[config.mk]
export PLATFORM = sky130hd
export DESIGN_NAME = tcp_timer
export DESIGN_NICKNAME = d
export VERILOG_FILES = /design/src/tcp_timer.v
export VERILOG_INCLUDE_DIRS = /design/src /design/src/src
export SDC_FILE = /design/constraint.sdc
export NUM_CORES = 1
export LEC_CHECK = 0
export BUFFER_PORTS_ARGS = -buffer_cell sky130_fd_sc_hd__clkbuf_2
export CORE_ASPECT_RATIO = 0.7
export CORE_UTILIZATION = 56
export CTS_CLUSTER_DIAMETER = 60
export DETAILED_ROUTE_END_ITERATION = 8
export PLACE_DENSITY = 0.78
export SLEW_MARGIN = 20
export SYNTH_ARGS = -nofsm -noshare
export SYNTH_HDL_FRONTEND = slang
export SYNTH_SLANG_ARGS = --single-unit
[constraint.sdc]
create_clock -name hclk -period 4.1 [get_ports hclk]
set_input_delay 0.205 -clock hclk [delete_from_list [all_inputs] [get_ports hclk]]
set_output_delay 0.205 -clock hclk [all_outputs]
set_load 0.01 [all_outputs]
[src/tcp_map.vh]
// register offsets, field positions, reset values and divider counts
// for the 16-bit timer compare, single-pulse and pwm block.
// assumes a 32-bit ahb-lite bus, one aligned word per 8-bit register.
`ifndef TCP_MAP_VH
`define TCP_MAP_VH

////////////////////////////////////////////////////////////////////////
// byte offsets
`define TCP_OFS_CTRL1     6'h00
`define TCP_OFS_CTRL2     6'h04
`define TCP_OFS_STATUS    6'h08
`define TCP_OFS_CMP1_HI   6'h0c
`define TCP_OFS_CMP1_LO   6'h10
`define TCP_OFS_CMP2_HI   6'h14
`define TCP_OFS_CMP2_LO   6'h18
`define TCP_OFS_CAP1_HI   6'h1c
`define TCP_OFS_CAP1_LO   6'h20
`define TCP_OFS_CAP2_HI   6'h24
`define TCP_OFS_CAP2_LO   6'h28
`define TCP_OFS_CNT_HI    6'h2c
`define TCP_OFS_CNT_LO    6'h30

////////////////////////////////////////////////////////////////////////
// first control register fields
`define TCP_C1_CAP_IE     7
`define TCP_C1_CMP_IE     6
`define TCP_C1_FORCE2     4
`define TCP_C1_FORCE1     3
`define TCP_C1_LEVEL2     2
`define TCP_C1_EDGE1      1
`define TCP_C1_LEVEL1     0
// second control register fields
`define TCP_C2_PIN_EN1    7
`define TCP_C2_PIN_EN2    6
`define TCP_C2_PULSE      5
`define TCP_C2_PWM        4
`define TCP_C2_TICK_HI    3
`define TCP_C2_TICK_LO    2
`define TCP_C2_EDGE2      1
`define TCP_C2_EXT_EDGE   0
// status register fields
`define TCP_ST_CAP1       7
`define TCP_ST_CMP1       6
`define TCP_ST_CAP2       4
`define TCP_ST_CMP2       3

////////////////////////////////////////////////////////////////////////
// reset and reload values, tick selects
`define TCP_CTRL_RESET    8'h00
`define TCP_CMP_RESET     16'h8000
`define TCP_CNT_RELOAD    16'hfffc
`define TCP_CAP_PULSE     16'hfffd
`define TCP_TICK_DIV2     2'h0
`define TCP_TICK_DIV4     2'h1
`define TCP_TICK_DIV8     2'h2
`define TCP_TICK_EXT      2'h3
`define TCP_DIV2_LAST     3'h1
`define TCP_DIV4_LAST     3'h3
`define TCP_DIV8_LAST     3'h7

`endif

[src/tcp_timer.v]
// compare, single-pulse and pwm logic of a 16-bit free-running timer,
// with its counter, tick divider and an ahb-lite register slave.
// assumes pins arrive asynchronous to hclk; irq mask comes from hclk logic.
`include "tcp_map.vh"

// Function
// counter equal to compare sets flag, drives enabled pin, requests irq
// compare pin latches held low during reset
// flag clears after status read with flag set, then low byte access
// high byte write suppresses compare until low byte written
// disabled pin ignores matches; match may still interrupt
// flag and pin change when counter enters the compare value
// force bit copies level to enabled pin, no flag, no irq
// force bits ignored in single-pulse or pwm mode
// single-pulse uses capture 1 trigger and compare 1 end on pin 1
// trigger loads counter fffc, pin 1 gets level 2, capture fffd
// single-pulse compare 1 match drives level 1 onto pin 1
// single-pulse never sets compare flag 1; channel 2 still flags
// single-pulse compare 2 does not drive pin 2
// single-pulse capture 1 does not capture; capture 2 still works
// pwm and single-pulse both set means pwm only
// pwm compare values double-buffered, loaded at channel 2 match
// pwm match 1 drives level 1, match 2 drives level 2 on pin 1
// pwm channel 2 match reloads counter with fffc
// pwm sets neither compare flag
// pwm sets capture flag 1 at compare 2 match
// pwm disconnects capture 1; capture 2 still captures
// tick is hclk over 2, 4, 8 or external clock
// reset loads compare values with 8000; only software changes them
// tick select 11 picks external clock, edge by edge select
module tcp_timer (
    input  wire        hclk,
    input  wire        hresetn,
    input  wire        hsel,
    input  wire [31:0] haddr,
    input  wire [1:0]  htrans,
    input  wire        hwrite,
    input  wire [2:0]  hsize,
    input  wire [31:0] hwdata,
    input  wire        hready,
    output reg  [31:0] hrdata,
    output wire        hreadyout,
    output wire        hresp,
    input  wire        cpu_irq_mask,
    input  wire        capture_input_pin1,
    input  wire        capture_input_pin2,
    input  wire        ext_clock_pin,
    output reg         compare_output_pin1,
    output wire        compare_output_oe1,
    output reg         compare_output_pin2,
    output wire        compare_output_oe2,
    output wire        timer_irq,
    output wire [15:0] free_count
);

    ////////////////////////////////////////////////////////////////////
    // state
    reg  [7:0]  ctrl1;
    reg  [7:0]  ctrl2;
    reg  [15:0] compare_value_reg1;
    reg  [15:0] compare_value_reg2;
    reg  [15:0] cmp_act1;
    reg  [15:0] cmp_act2;
    reg  [15:0] capture_value_reg1;
    reg  [15:0] capture_value_reg2;
    reg  [15:0] count;
    reg  [2:0]  div;
    reg         inhibit1;
    reg         inhibit2;
    reg         match_flag1;
    reg         match_flag2;
    reg         capture_flag1;
    reg         capture_flag2;
    reg         arm_m1;
    reg         arm_m2;
    reg         arm_c1;
    reg         arm_c2;
    reg  [2:0]  cap1_s;
    reg  [2:0]  cap2_s;
    reg  [2:0]  ext_s;
    reg         dp_wr;
    reg  [5:0]  dp_addr;

    ////////////////////////////////////////////////////////////////////
    // mode decode
    // pwm wins
    wire pwm_mode   = ctrl2[`TCP_C2_PWM];
    wire pulse_mode = ctrl2[`TCP_C2_PULSE] & ~pwm_mode;
    wire plain_mode = ~pwm_mode & ~pulse_mode;
    wire pin_en1    = ctrl2[`TCP_C2_PIN_EN1];
    wire pin_en2    = ctrl2[`TCP_C2_PIN_EN2];
    wire level1     = ctrl1[`TCP_C1_LEVEL1];
    wire level2     = ctrl1[`TCP_C1_LEVEL2];
    wire [1:0] tick_select = {ctrl2[`TCP_C2_TICK_HI], ctrl2[`TCP_C2_TICK_LO]};

    assign compare_output_oe1 = pin_en1;
    assign compare_output_oe2 = pin_en2;
    assign free_count         = count;
    assign hreadyout          = 1'b1;
    assign hresp              = 1'b0;

    ////////////////////////////////////////////////////////////////////
    // pin synchronisers: stage 0 is read only by stage 1
    always @(posedge hclk or negedge hresetn) begin
        if (!hresetn) begin
            cap1_s <= 3'h0;
            cap2_s <= 3'h0;
            ext_s  <= 3'h0;
        end else begin
            cap1_s <= {cap1_s[1:0], capture_input_pin1};
            cap2_s <= {cap2_s[1:0], capture_input_pin2};
            ext_s  <= {ext_s[1:0], ext_clock_pin};
        end
    end

    // stage 2 is a plain delay of the synchronised level for edges
    wire cap1_rise = cap1_s[1] & ~cap1_s[2];
    wire cap1_fall = ~cap1_s[1] & cap1_s[2];
    wire cap2_rise = cap2_s[1] & ~cap2_s[2];
    wire cap2_fall = ~cap2_s[1] & cap2_s[2];
    wire ext_rise  = ext_s[1] & ~ext_s[2];
    wire ext_fall  = ~ext_s[1] & ext_s[2];
    wire cap1_edge = ctrl1[`TCP_C1_EDGE1] ? cap1_rise : cap1_fall;
    wire cap2_edge = ctrl2[`TCP_C2_EDGE2] ? cap2_rise : cap2_fall;

    ////////////////////////////////////////////////////////////////////
    // tick generation
    // divider last count per select
    reg [2:0] div_last;
    always @* begin
        case (tick_select)
            `TCP_TICK_DIV2: div_last = `TCP_DIV2_LAST;
            `TCP_TICK_DIV4: div_last = `TCP_DIV4_LAST;
            default:        div_last = `TCP_DIV8_LAST;
        endcase
    end

    always @(posedge hclk or negedge hresetn) begin
        if (!hresetn)
            div <= 3'h0;
        else if (div >= div_last)
            div <= 3'h0;
        else
            div <= div + 3'h1;
    end

    // external edge when both select bits set
    wire ext_tick = ctrl2[`TCP_C2_EXT_EDGE] ? ext_rise : ext_fall;
    wire tick = (tick_select == `TCP_TICK_EXT) ? ext_tick
                                               : (div >= div_last);

    ////////////////////////////////////////////////////////////////////
    // counter and match detection
    // single-pulse trigger is capture input 1
    wire pulse_trig = pulse_mode & cap1_edge;
    wire end_period = pwm_mode & (count == cmp_act2);
    wire [15:0] next_count = end_period ? `TCP_CNT_RELOAD
                                        : count + 16'h0001;

    // match fires as the counter enters the compare value
    // suppressed between high and low byte writes
    // outside pwm compare the live value: the copy lags one cycle
    wire [15:0] cmp_use1 = pwm_mode ? cmp_act1 : compare_value_reg1;
    wire [15:0] cmp_use2 = pwm_mode ? cmp_act2 : compare_value_reg2;
    wire match1 = tick & ~pulse_trig & ~inhibit1 & (next_count == cmp_use1);
    wire match2 = tick & ~pulse_trig & ~inhibit2 & (next_count == cmp_use2);

    always @(posedge hclk or negedge hresetn) begin
        if (!hresetn)
            count <= `TCP_CNT_RELOAD;
        // trigger restarts the counter
        else if (pulse_trig)
            count <= `TCP_CNT_RELOAD;
        // pwm period restart
        else if (tick)
            count <= next_count;
    end

    ////////////////////////////////////////////////////////////////////
    // ahb-lite slave: reads answered from flops, zero wait
    wire        ap_valid = hsel & hready & htrans[1];
    wire [5:0]  ap_addr  = haddr[5:0];
    wire        ap_rd    = ap_valid & ~hwrite;
    wire        wr_now   = dp_wr;
    wire [7:0]  wbyte    = hwdata[7:0];

    always @(posedge hclk or negedge hresetn) begin
        if (!hresetn) begin
            dp_wr   <= 1'b0;
            dp_addr <= 6'h00;
        end else if (hready) begin
            dp_wr   <= ap_valid & hwrite;
            dp_addr <= ap_addr;
        end
    end

    wire wr_c1h = wr_now & (dp_addr == `TCP_OFS_CMP1_HI);
    wire wr_c1l = wr_now & (dp_addr == `TCP_OFS_CMP1_LO);
    wire wr_c2h = wr_now & (dp_addr == `TCP_OFS_CMP2_HI);
    wire wr_c2l = wr_now & (dp_addr == `TCP_OFS_CMP2_LO);
    wire rd_st  = ap_rd & (ap_addr == `TCP_OFS_STATUS);

    // low byte accesses, read or write, finish a flag clear
    wire acc_c1l = wr_c1l | (ap_rd & (ap_addr == `TCP_OFS_CMP1_LO));
    wire acc_c2l = wr_c2l | (ap_rd & (ap_addr == `TCP_OFS_CMP2_LO));
    wire acc_p1l = (wr_now & (dp_addr == `TCP_OFS_CAP1_LO))
                 | (ap_rd & (ap_addr == `TCP_OFS_CAP1_LO));
    wire acc_p2l = (wr_now & (dp_addr == `TCP_OFS_CAP2_LO))
                 | (ap_rd & (ap_addr == `TCP_OFS_CAP2_LO));

    wire [7:0] status = {capture_flag1, match_flag1, 1'b0, capture_flag2,
                         match_flag2, 3'h0};

    reg [7:0] next_rd;
    always @* begin
        case (ap_addr)
            `TCP_OFS_CTRL1:   next_rd = ctrl1;
            `TCP_OFS_CTRL2:   next_rd = ctrl2;
            `TCP_OFS_STATUS:  next_rd = status;
            `TCP_OFS_CMP1_HI: next_rd = compare_value_reg1[15:8];
            `TCP_OFS_CMP1_LO: next_rd = compare_value_reg1[7:0];
            `TCP_OFS_CMP2_HI: next_rd = compare_value_reg2[15:8];
            `TCP_OFS_CMP2_LO: next_rd = compare_value_reg2[7:0];
            `TCP_OFS_CAP1_HI: next_rd = capture_value_reg1[15:8];
            `TCP_OFS_CAP1_LO: next_rd = capture_value_reg1[7:0];
            `TCP_OFS_CAP2_HI: next_rd = capture_value_reg2[15:8];
            `TCP_OFS_CAP2_LO: next_rd = capture_value_reg2[7:0];
            `TCP_OFS_CNT_HI:  next_rd = count[15:8];
            `TCP_OFS_CNT_LO:  next_rd = count[7:0];
            default:          next_rd = 8'h00;
        endcase
    end

    always @(posedge hclk or negedge hresetn) begin
        if (!hresetn)
            hrdata <= 32'h00000000;
        else if (ap_rd)
            hrdata <= {24'h000000, next_rd};
    end

    ////////////////////////////////////////////////////////////////////
    // control and compare registers
    always @(posedge hclk or negedge hresetn) begin
        if (!hresetn) begin
            ctrl1 <= `TCP_CTRL_RESET;
            ctrl2 <= `TCP_CTRL_RESET;
            // compare reset value
            compare_value_reg1 <= `TCP_CMP_RESET;
            compare_value_reg2 <= `TCP_CMP_RESET;
            inhibit1 <= 1'b0;
            inhibit2 <= 1'b0;
        end else begin
            if (wr_now & (dp_addr == `TCP_OFS_CTRL1))
                ctrl1 <= wbyte;
            if (wr_now & (dp_addr == `TCP_OFS_CTRL2))
                ctrl2 <= wbyte;
            if (wr_c1h)
                compare_value_reg1[15:8] <= wbyte;
            if (wr_c1l)
                compare_value_reg1[7:0] <= wbyte;
            if (wr_c2h)
                compare_value_reg2[15:8] <= wbyte;
            if (wr_c2l)
                compare_value_reg2[7:0] <= wbyte;
            // high write stops compare, low write restarts it
            if (wr_c1h)
                inhibit1 <= 1'b1;
            else if (wr_c1l)
                inhibit1 <= 1'b0;
            if (wr_c2h)
                inhibit2 <= 1'b1;
            else if (wr_c2l)
                inhibit2 <= 1'b0;
        end
    end

    // active copies follow software outside pwm, load at period end
    always @(posedge hclk or negedge hresetn) begin
        if (!hresetn) begin
            cmp_act1 <= `TCP_CMP_RESET;
            cmp_act2 <= `TCP_CMP_RESET;
        end else if (~pwm_mode | (tick & end_period)) begin
            cmp_act1 <= compare_value_reg1;
            cmp_act2 <= compare_value_reg2;
        end
    end

    ////////////////////////////////////////////////////////////////////
    // status flags: a set in the clearing cycle wins
    // flag 1 only in plain mode, flag 2 outside pwm
    wire set_m1 = match1 & plain_mode;
    wire set_m2 = match2 & ~pwm_mode;
    // capture 1 only in plain mode; R20 pwm period sets it
    wire cap1_plain = plain_mode & cap1_edge;
    wire set_c1 = cap1_plain | pulse_trig | (pwm_mode & match2);
    wire set_c2 = cap2_edge;

    always @(posedge hclk or negedge hresetn) begin
        if (!hresetn) begin
            match_flag1   <= 1'b0;
            match_flag2   <= 1'b0;
            capture_flag1 <= 1'b0;
            capture_flag2 <= 1'b0;
            arm_m1 <= 1'b0;
            arm_m2 <= 1'b0;
            arm_c1 <= 1'b0;
            arm_c2 <= 1'b0;
        end else begin
            // match flag set
            match_flag1   <= set_m1 | (match_flag1 & ~(arm_m1 & acc_c1l));
            match_flag2   <= set_m2 | (match_flag2 & ~(arm_m2 & acc_c2l));
            capture_flag1 <= set_c1 | (capture_flag1 & ~(arm_c1 & acc_p1l));
            capture_flag2 <= set_c2 | (capture_flag2 & ~(arm_c2 & acc_p2l));
            // status read with flag set arms the clear
            arm_m1 <= (rd_st & match_flag1) | (arm_m1 & ~acc_c1l);
            arm_m2 <= (rd_st & match_flag2) | (arm_m2 & ~acc_c2l);
            arm_c1 <= (rd_st & capture_flag1) | (arm_c1 & ~acc_p1l);
            arm_c2 <= (rd_st & capture_flag2) | (arm_c2 & ~acc_p2l);
        end
    end

    ////////////////////////////////////////////////////////////////////
    // capture registers
    always @(posedge hclk or negedge hresetn) begin
        if (!hresetn) begin
            capture_value_reg1 <= 16'h0000;
            capture_value_reg2 <= 16'h0000;
        end else begin
            // trigger writes the fixed capture value
            if (pulse_trig)
                capture_value_reg1 <= `TCP_CAP_PULSE;
            else if (cap1_plain)
                capture_value_reg1 <= count;
            // channel 2 captures in every mode
            if (cap2_edge)
                capture_value_reg2 <= count;
        end
    end

    ////////////////////////////////////////////////////////////////////
    // interrupt request, one shared line
    // gated by enables and the cpu mask
    assign timer_irq = ~cpu_irq_mask &
        ((ctrl1[`TCP_C1_CAP_IE] & (capture_flag1 | capture_flag2)) |
         (ctrl1[`TCP_C1_CMP_IE] & (match_flag1 | match_flag2)));

    ////////////////////////////////////////////////////////////////////
    // output pin latches
    // force only in plain mode
    wire force1 = plain_mode & ctrl1[`TCP_C1_FORCE1];
    wire force2 = plain_mode & ctrl1[`TCP_C1_FORCE2];

    always @(posedge hclk or negedge hresetn) begin
        // latches low in reset
        if (!hresetn) begin
            compare_output_pin1 <= 1'b0;
            compare_output_pin2 <= 1'b0;
        end else begin
            // disabled pin keeps its latch
            if (pin_en1) begin
                // pulse start level
                if (pulse_trig)
                    compare_output_pin1 <= level2;
                // pwm period end level
                else if (pwm_mode & match2)
                    compare_output_pin1 <= level2;
                // compare 1 drives level 1 in every mode
                else if (match1)
                    compare_output_pin1 <= level1;
                // force copies level
                else if (force1)
                    compare_output_pin1 <= level1;
            end
            // pin 2 only driven in plain mode
            if (pin_en2 & plain_mode & (match2 | force2))
                compare_output_pin2 <= level2;
        end
    end

endmodule

==> results of run 1 <==
==> power groups by stage <==
stage	Sequential, mW	Combinational (mW)	Clock (mW)
3_3_place_gp	2.60	2.28	0
6_report	2.63	2.40	1.61
2_1_floorplan	2.34	1.76	0
3_5_place_dp	2.62	2.32	0
5_1_grt	2.66	2.59	1.70
4_1_cts	2.60	2.34	1.62
==> cell type report <==
class | instances | area (um2) | share of cell area [%]
Clock buffer | 20 | 457 | 4.40
Clock inverter | 12 | 134 | 1.29
Inverter | 19 | 71.3 | 0.687
Multi-Input combinational cell | 659 | 4740 | 45.7
Sequential cell | 167 | 4200 | 40.5
Tap cell | 225 | 282 | 2.71
Timing Repair Buffer | 79 | 492 | 4.74
==> placed cells by master, fill, tap and decap left out, types with 6 or more instances in the layout <==
cell       synthesis  final
nand3_1           18     18
xnor2_1           22     22
nor3b_1            6      6
a22oi_1           20     20
clkbuf_2           0     51
nor3_1            14     13
buf_4             29     22
o21ai_0           42     42
mux2_2           111    111
nand4_1           16     16
nor2_1            74     74
clkbuf_16          0     17
xor2_1            10     10
nand2_1           74     74
dfrtp_1          149    148
nor4_1             9      9
a222oi_1           6      6
mux2i_1           39     39
inv_1             19     19
a211oi_1           7      7
a21oi_1           39     37
o22ai_1            9      9
conb_1             2     26
dfstp_2           18     18
==> state kept, by name (all words and copies together) (netlist names), 3 cells and up <==
signal,flops
hrdata,8
cap1_s,3
cmp_act2,16
div,3
compare_value_reg1,16
compare_value_reg2,16
free_count,16
capture_value_reg1,16
cmp_act1,16
ctrl1,8
capture_value_reg2,16
ctrl2,8
cap2_s,3
dp_addr,6
ext_s,3
==> cell families (layout without fill, tap and decap cells) <==
kind of cell    count (synthesis)  in the layout
compound gates                175            175
xor+xnor                       37             37
fa+ha+maj                       4              4
buf+inv                        89            130
flops                         167            167
mux                           152            152
other cells                     2             26
simple gates                  265            265
==> worst register-to-register path, cell delays in order (launching register included) <==
cell and delay [ns]:
dfstp_2 0.74, nand4_2 0.28, or2_2 0.41, xnor2_1 0.26
a222oi_1 0.36, o21ai_0 0.13, or4_1 0.57, a2111oi_4 0.50
o211ai_2 0.14, mux2_4 0.31
==> worst max-delay path by stage <==
stage / start / end / slack, ns / cells past startpoint
finish: free_count[2]$_DFFE_PN1P_ / compare_output_pin2$_DFFE_PN0P_ / 0.30 / 9
global route: free_count[2]$_DFFE_PN1P_ / compare_output_pin2$_DFFE_PN0P_ / 0.20 / 9
CTS: free_count[2]$_DFFE_PN1P_ / compare_output_pin2$_DFFE_PN0P_ / 0.40 / 9
detailed placement: free_count[2]$_DFFE_PN1P_ / compare_output_pin2$_DFFE_PN0P_ / 0.41 / 8
global placement: free_count[2]$_DFFE_PN1P_ / compare_output_pin2$_DFFE_PN0P_ / 0.46 / 9
floorplan: free_count[1]$_DFFE_PN0P_ / compare_output_pin2$_DFFE_PN0P_ / 0.82 / 10
==> stage by stage <==
stage,utilization [%],hold WS [ns]
floorplan,-,-0.0906
global placement,59.8,0.314
detailed placement,59.8,0.315
CTS,63.7,0.0283
global route,63.7,0.0419
finish,63.7,0.0399
==> layer usage <==
layer | global-route usage [%] | wire (um) | vias up
met5 | 0 | 0 | -
met4 | 9.94 | 637 | 0
met3 | 15.7 | 4230 | 56
met2 | 47.5 | 11300 | 484
met1 | 49.2 | 12000 | 3744
li1 | - | - | 3321
==> synth_stat cells, drive strengths merged (9+ instances only) <==
master	n	area, um2
nor2	76	290
nand3	19	108
a21oi	39	195
o21ai	43	215
mux2i	39	390
nand4	18	134
inv	19	71.3
o22ai	9	56.3
a22oi	20	150
nand2	75	284
dfrtp	149	3730
dfstp	18	473
xnor2	27	274
nor3	16	90.1
xor2	10	87.6
clkbuf	22	82.6
nor4	9	56.3
buf	48	324
mux2	112	1260
==> repair_timing <==
action	4_1_cts	5_1_grt
setup buffers	0	0
hold buffers	4	0
hold endpoints to repair	82	0
==> summary.md, run 1 <==
| Metric | Value |
|---|---|
| First-pass detailed-route iteration total | 6 |
| Post-route DRC | 0 |
| Maximum VDD drop | between 0.0003 and 0.0004 V |
| Slowest CP cell | dfstp_2 |
| Worst Hold End | dp_addr[1]$_DFFE_PN0P_ |
| Worst hold stages | 2 |
| Comb power frac | roughly 36% |
| Critical Path, Cell by Cell | nand4_2 > or2_2 > xnor2_1 > a222oi_1 > o21ai_0 > or4_1 > a2111oi_4 > o211ai_2 > mux2_4 |
| Worst R2R End | compare_output_pin2$_DFFE_PN0P_ |
| Cell Area, Synth | 9320 um2 |
| CP Buf/Inv Count | 0 |
| FF-to-FF Start | free_count[2]$_DFFE_PN1P_ |
| Hold_sp | haddr[1] |
| Place WS | 0.412 ns |
| Clock share of power | between 20% and 30% |
| Syn. warnings | 0 |
| Crit path max fanout | 9 |
| Net count, final | 1025 |
| Post-synth EDFFs | 0 |
| Num CTS Buffers | 17 |
| Total gr overflow | 0 |
| Status | complete, no violations |
| Row count | 39 |
| CTS resizes | 0 |
| Period utilisation layout | about 93% |
| Clk_skew | ~0.010 ns |
| CP endpoint kind | flop |
| Antenna-violating nets left | 0 |
| # IOs | ~130 |
| Clock-pin slew on the worst setup and hold paths | roughly 0.060 ns |
| P per Cell Area | around 640 nW/um2 |
| Routed len/inst | between 20 and 25 um |
| Final TNS setup | 0 ns |
| Relative slew slack | 39.2% |
| CP Launch Type | flop |
| Setup Crit Path Kind | flop to flop |
| Placed Cells | about 1100 |
| Seq cells post-synth | about 170 |
| Clock Path Buffers | 2 |
| Die width | around 160 um |
| Layout cells sized above 1 | between 20% and 30% |
| Initial antenna violation count | 0 |
| Slew Limit Fails | 0 |
| Area after DPL | between 9000 and 10000 um2 |
| Switching Share | about 40% |
| GP Congestion | between 0.9 and 1 |
| Tmin final | 3.80 ns |
| Sequential area share after synthesis | 45.1% |
| Core Area | ~16000 um2 |
| Mux cell area share after synthesis | between 10% and 20% |
| Cell family with most CP delay | simple AND/OR/NAND/NOR gates |
| Design Power | between 6 and 7 mW |
| Switch Pwr | between 2 and 3 mW |
| Fmax | 263 MHz |
| Max Cap Viol | 0 |
| Vias in the first global route | between 6000 and 7000 |
| Final hold vios | 0 |
| Adder-cell share of the synthesized area | less than 1% |
| Largest net degree at the start of global routing | between 90 and 100 |
| Crit path largest cell delay | 0.74 ns |
| Syn Inst Count | 891 |
| Worst-Margin Slew | around 0.91 ns |
| Root Driver | clkbuf_16 |
| CP required | 4.42 ns |
| Final worst slack | 0.301 ns |
| TritonCTS clock tree | yes |
| Ys async rst share | 100% |
| Most used DFF post-synth | dfrtp_1 |
| Final WL | roughly 28000 um |
| Area Growth Syn to Fin | 11.4% |
| RSZ-0062 raised after global routing | false |
| Largest family of logic cells by synthesized area | multiplexers |
| Clk Latency, worst-skew pair | roughly 0.43 ns |
| Sequential power share | about two fifths |
| Vias per inst | around 6.4 |
| Leak Pwr | around 4.4 nW |
| Critical path arrival | ~4 ns |
| Diode count | 0 |
| Hold Path Class | input port to flop |
| Netlist cell types | a little under 80 |
| Synth Area in Compound Gates | around an eighth |
| IO buf count | 52 |
| Fin area | between 10000 and 15000 um2 |
| R2R Setup Slk | roughly 0.30 ns |
| Fill cell count | 1313 |
| Post-DP HPWL | between 20000 and 25000 um |
| Die height | ~110 um |
| Global-route usage over all layers | 34.8% |
| Post-Synth Simple-Gate Area | between 10% and 20% |
| Reg2Reg Depth | 9 |
| Cell internal pwr | 3.96 mW |
| Total die area | roughly 17000 um2 |
| Layout Cells excl Fill | around 1200 |
| Initial Utilization | between 50% and 60% |
| H-tree levels | 4 |
| Setup violators final | 0 |
| Total number of vias | approximately 7600 |
| Post-Synth XOR/XNOR Area | around 3.9% |
| First-pass GRT wire length | roughly 43000 um |
| CTS sink cnt | 167 |
| Syn avg cell area | 10.5 um2 |
| Initial DRC count | 860 |
Power figures use the tool's default switching activity.
==> run 2, diff against run 1 <==
- CORE_MARGIN: unset -> 10
- SKIP_LAST_GASP: unset -> 1
==> run 2 against run 1 <==
Setup slack improved by 0.16 ns; worst hold slack improved by 0.0050 ns; sequential share of layout area barely moved; clock skew rose by 0.0040 ns; combinational power barely moved; utilization rose by 0.061 points; critical endpoint unchanged.
==> summary.md, run 2 (synthesized netlist as in run 1, its figures left out) <==
| Metric | Value |
|---|---|
| Total gr overflow | 0 |
| Clock Path Buffers | 2 |
| Clock share of power | 24.8% |
| Cell internal pwr | around 4.0 mW |
| Die width | 174 um |
| GP Congestion | 0.970 |
| Area Growth Syn to Fin | 11.5% |
| Die height | 128 um |
| First-pass detailed-route iteration total | 7 |
| Critical path launch point | free_count[3]$_DFFE_PN1P_ |
| Num CTS Buffers | 17 |
| # IOs | around 130 |
| Total die area | between 20000 and 25000 um2 |
| CP Launch Type | flop |
| TritonCTS clock tree | yes |
| Row count | 39 |
| CP endpoint kind | flop |
| Period utilisation layout | roughly 90% |
| Crit path max fanout | 12 |
| Layout cells sized above 1 | between 20% and 30% |
| Critical Path, Cell by Cell | nand4_2 > buf_4 > nor2_1 > xor2_1 > o21ba_1 > mux2i_1 > or4_1 > a2111oi_4 > o211ai_2 > mux2_4 |
| Maximum VDD drop | between 0.0003 and 0.0004 V |
| Final TNS setup | 0 ns |
| Global-route usage over all layers | roughly a quarter |
| Post-route DRC | 0 |
| Hold_buf cts | 4 |
| Net count, final | 1023 |
| Initial Utilization | a little under three fifths |
| Fmax | approximately 270 MHz |
| Layout Cells excl Fill | around 1200 |
| Switching Share | between 40% and 50% |
| Tmin final | 3.64 ns |
| Most frequent cells in the layout | dfrtp_1 (148), mux2_2 (111), nor2_1 (74), nand2_1 (74), clkbuf_2 (51) |
| Max Cap Viol | 0 |
| Comb power frac | about 36% |
| Worst-Margin Slew | between 0.9 and 1 ns |
| R2R Setup Slk | roughly 0.46 ns |
| Buffer count from post-CTS setup fixing | 0 |
| CP required | 4.42 ns |
| Switch Pwr | 2.77 mW |
| Status | complete, no violations |
| Initial DRC count | a little under 1000 |
| Initial antenna violation count | 0 |
| Routed len/inst | 24.7 um |
| Clk_skew | approximately 0.014 ns |
| Place WS | between 0.5 and 0.6 ns |
| Cell family with most CP delay | compound AO/OA/AOI/OAI gates |
| H-tree levels | 4 |
| Crit path largest cell delay | 0.76 ns |
| Final worst slack | 0.456 ns |
| Fin area | between 10000 and 15000 um2 |
| Relative slew slack | 39.4% |
| Root Driver | clkbuf_16 |
| CTS sink cnt | 167 |
| FF-to-FF Start | free_count[3]$_DFFE_PN1P_ |
| Clock-pin slew on the worst setup and hold paths | around 0.070 ns |
| Final WL | 29100 um |
| Core Area | 16300 um2 |
| Leading cell type in the layout, fill and taps excluded | dfrtp_1 |
| Setup violators final | 0 |
| IO buf count | 52 |
| Total number of vias | roughly 7500 |
| First-pass GRT wire length | around 44000 um |
| Area after DPL | 9730 um2 |
| CP Buf/Inv Count | 1 |
| Setup Crit Path Kind | flop to flop |
| Largest net degree at the start of global routing | ~100 |
| Vias in the first global route | just over 7000 |
| RSZ-0062 raised after global routing | false |
| P per Cell Area | about 650 nW/um2 |
| Hold Path Class | input port to flop |
| Vias per inst | between 6 and 7 |
| Antenna-violating nets left | 0 |
| Diode count | 0 |
| Placed Cells | between 1000 and 1500 |
| Post-DP HPWL | between 20000 and 25000 um |
| Slowest CP cell | dfstp_2 |
| Critical path arrival | 3.96 ns |
| CTS resizes | 0 |
| Hold_sp | haddr[1] |
| Design Power | slightly below 7 mW |
| Slew Limit Fails | 0 |
| Sequential power share | between 30% and 40% |
| Leak Pwr | 4.38 nW |
| Clk Latency, worst-skew pair | 0.43 ns |
| Final hold vios | 0 |
==> run 2: power groups by stage <==
stage,sequential (mW),combinational (mW),clock [mW]
after floorplan,2.34,1.76,0
after global placement,2.61,2.28,0
after detailed placement,2.63,2.32,0
after CTS,2.61,2.35,1.67
after global routing,2.67,2.61,1.75
final,2.64,2.42,1.67
==> run 2: worst paths after layout <==
| check | to | depth (start not counted) |
|---|---|---|
| worst max-delay path | compare_output_pin2$_DFFE_PN0P_ | 10 |
| max in group asynchronous | free_count[15]$_DFFE_PN1P_ | 3 |
| worst min register to register | cap1_s[1]$_DFF_PN0_ | 0 |
| worst max register to register | compare_output_pin2$_DFFE_PN0P_ | 10 |
| worst min-delay path | dp_addr[1]$_DFFE_PN0P_ | 2 |
| min in group asynchronous | capture_value_reg2[4]$_DFFE_PN0P_ | 2 |
==> run 2: stage by stage <==
step,hold WS (ns),util (%)
CTS,0.0424,63.7
global placement,0.315,59.7
global route,0.0411,63.8
detailed placement,0.318,59.7
floorplan,-0.0906,-
finish,0.0449,63.8
==> run 2: layout make-up <==
cell class              instances  area, um2
fillers                      1311       5910
multi-input cells             659       4740
flip-flops and latches        167       4200
repair buffers                 77        477
clock buffers                  18        439
well taps                     225        282
clock inverters                14        176
inverters                      19       71.3
==> run 2: metal layers <==
layer | track usage [%] | wire [um] | vias up
li1 | - | - | 3313
met2 | 36.1 | 12000 | 484
met4 | 5.46 | 446 | 0
met5 | 0 | 0 | -
met3 | 11.6 | 4410 | 40
met1 | 36.2 | 12200 | 3696
==> run 2: worst register-to-register path, cell delays in order, from the launching register on <==
cell       delay (ns)
dfstp_2          0.76
nand4_2          0.16
buf_4            0.19
nor2_1           0.11
xor2_1           0.65
o21ba_1          0.24
mux2i_1          0.08
or4_1            0.47
a2111oi_4        0.43
o211ai_2         0.13
mux2_4           0.32
==> run 3, diff against run 2 <==
- BUFFER_PORTS_ARGS: -buffer_cell sky130_fd_sc_hd__clkbuf_2 -> unset
- DONT_BUFFER_PORTS: unset -> 1
- PLACE_DENSITY: 0.78 -> 0.71
- REMOVE_ABC_BUFFERS: unset -> 1
==> run 3 against run 2 <==
Design area fell by 0.94%; critical path type unchanged; critical endpoint unchanged; largest power group unchanged; sequential share of layout area is 0.38 points higher; highest routed layer is now met5; global-route usage increased by 1.0 points.
==> summary.md, run 3 (synthesized netlist as in run 1, its figures left out) <==
| Metric | Value |
|---|---|
| Critical path arrival | between 3 and 4 ns |
| Core Area | roughly 16000 um2 |
| Hold slack | between 0.1 and 0.15 ns |
| H-tree levels | 4 |
| Worst-Margin Slew | approximately 0.9 ns |
| Clock Path Buffers | 2 |
| Vias per inst | between 6 and 7 |
| Total gr overflow | 0 |
| RSZ-0062 raised after global routing | false |
| Area Growth Syn to Fin | 10.5% |
| Critical Path Sink | compare_output_pin2$_DFFE_PN0P_ |
| R2R Setup Slk | roughly 0.44 ns |
| Setup violators final | 0 |
| Row count | 39 |
| Clk Latency, worst-skew pair | roughly 0.44 ns |
| Total die area | around 22000 um2 |
| P per Cell Area | between 600 and 700 nW/um2 |
| Fmax | ~270 MHz |
| Fill cell count | 1291 |
| IO buf count | 0 |
| Setup Crit Path Kind | flop to flop |
| Diode count | 0 |
| CP endpoint kind | flop |
| TritonCTS clock tree | yes |
| Die width | 174 um |
| Max Cap Viol | 0 |
| Clk_skew | between 0.01 and 0.015 ns |
| CP required | 4.42 ns |
| Relative slew slack | 40.0% |
| Critical path launch point | free_count[8]$_DFFE_PN1P_ |
| Global-route usage over all layers | a little over a quarter |
| # IOs | ~130 |
| Crit path max fanout | 8 |
| First-pass detailed-route iteration total | 6 |
| Buffer count from post-CTS setup fixing | 0 |
| Root Driver | clkbuf_16 |
| Num CTS Buffers | 17 |
| FF-to-FF Start | free_count[8]$_DFFE_PN1P_ |
| Leak Pwr | 4.24 nW |
| Clock-pin slew on the worst setup and hold paths | roughly 0.070 ns |
| Initial DRC count | around 1000 |
| Die height | 128 um |
| Post-DP HPWL | between 20000 and 25000 um |
| Tmin final | approximately 3.7 ns |
| Antenna-violating nets left | 0 |
| Vias in the first global route | a little over 7000 |
| Hold Path Class | input port to flop |
| Layout cells sized above 1 | between 20% and 30% |
| CP Launch Type | flop |
| CTS sink cnt | 167 |
| Total number of vias | between 7000 and 8000 |
| GP Congestion | 1.02 |
| Post-route DRC | 0 |
| Worst R2R End | compare_output_pin2$_DFFE_PN0P_ |
| Slew Limit Fails | 0 |
| Leading cell type in the layout, fill and taps excluded | dfrtp_1 |
| Most frequent cells in the layout | dfrtp_1 (148), mux2_2 (111), nor2_1 (74), nand2_1 (74), o21ai_0 (42) |
| Status | complete, no violations |
| Final hold vios | 0 |
| Net count, final | about 1000 |
| Largest net degree at the start of global routing | ~170 |
| Routed len/inst | roughly 26 um |
| Reg2Reg Depth | 8 |
| Final TNS setup | 0 ns |
| Maximum VDD drop | around 0.00048 V |
| Final WL | 30300 um |
| First-pass GRT wire length | 45600 um |
| Initial antenna violation count | 1 |
| Period utilisation layout | approximately nine tenths |
| Initial Utilization | between 50% and 60% |
==> run 3: cell types whose count changed in the layout (fill, tap and decap cells not counted), sizes merged <==
| cell | delta |
|---|---|
| dlygate4sd3 | +16 |
| clkinv | +2 |
| clkbuf | -52 |
| bufinv | -1 |
| buf | +6 |
==> run 3: how the worst min path moves through the flow <==
stage	startpoint	to	slack, ns	depth (start not counted)
finish	haddr[5]	hrdata[6]$_DFFE_PN0P_	0.13	3
global placement	hresetn	cmp_act2[7]$_DFFE_PN0P_	-0.08	0
detailed placement	hresetn	cmp_act1[12]$_DFFE_PN0P_	-0.08	0
floorplan	hresetn	arm_c1$_DFF_PN0_	-0.09	0
CTS	haddr[5]	hrdata[7]$_DFFE_PN0P_	0.13	3
global route	haddr[5]	hrdata[6]$_DFFE_PN0P_	0.15	3
==> run 3: layout make-up <==
| class | instances | area (um2) | area share (%) |
|---|---|---|---|
| clock buffers | 17 | 425 | 4.13 |
| flip-flops and latches | 167 | 4200 | 40.8 |
| clock inverters | 15 | 139 | 1.35 |
| well taps | 225 | 282 | 2.73 |
| inverters | 19 | 71.3 | 0.693 |
| repair buffers | 48 | 430 | 4.18 |
| multi-input cells | 659 | 4740 | 46.1 |
==> run 3: power breakdown <==
group	leakage, nW	switching, mW	internal, mW	total [mW]
Combinational	2.07	1.47	0.975	2.45
Sequential	1.90	0.479	2.07	2.55
Clock	0.278	0.753	0.801	1.55
Total	4.24	2.70	3.84	6.55
==> run 3: layer usage <==
metal / GRT usage [%] / up-vias / wire [um]
met4: 6.47 / 2 / 485
met5: 0 / - / 13
li1: - / 3252 / -
met2: 38.6 / 478 / 12800
met3: 9.21 / 45 / 3920
met1: 38.3 / 3785 / 13100
==> run 3: per-stage QoR <==
stage / worst slack (ns) / utilization, % / instances / total power, mW / cell area (um2)
5_1_grt: 0.361 / 63.2 / 1150 / 6.84 / 10300
4_1_cts: 0.503 / 63.2 / 1150 / 6.48 / 10300
3_3_place_gp: 0.480 / 58.3 / 1097 / 4.82 / 9500
6_report: 0.435 / 63.2 / 1150 / 6.55 / 10300
2_1_floorplan: -0.0985 / - / 845 / 4.00 / 9000
3_5_place_dp: 0.530 / 58.3 / 1097 / 4.87 / 9500
==> run 3: timing repair <==
| action | 4_1_cts | 5_1_grt |
|---|---|---|
| resized for setup | 0 | 0 |
| hold endpoints to repair | 225 | 0 |
| hold buffers | 21 | 0 |
==> run 3: worst max-delay path, stage by stage, from the launching register on <==
cell,delay [ns]
dfstp_2,0.72
nand4_4,0.21
or3_1,0.45
xor2_1,0.59
o211ai_1,0.18
or4_1,0.56
a2111oi_4,0.41
o211ai_2,0.13
mux2_4,0.31
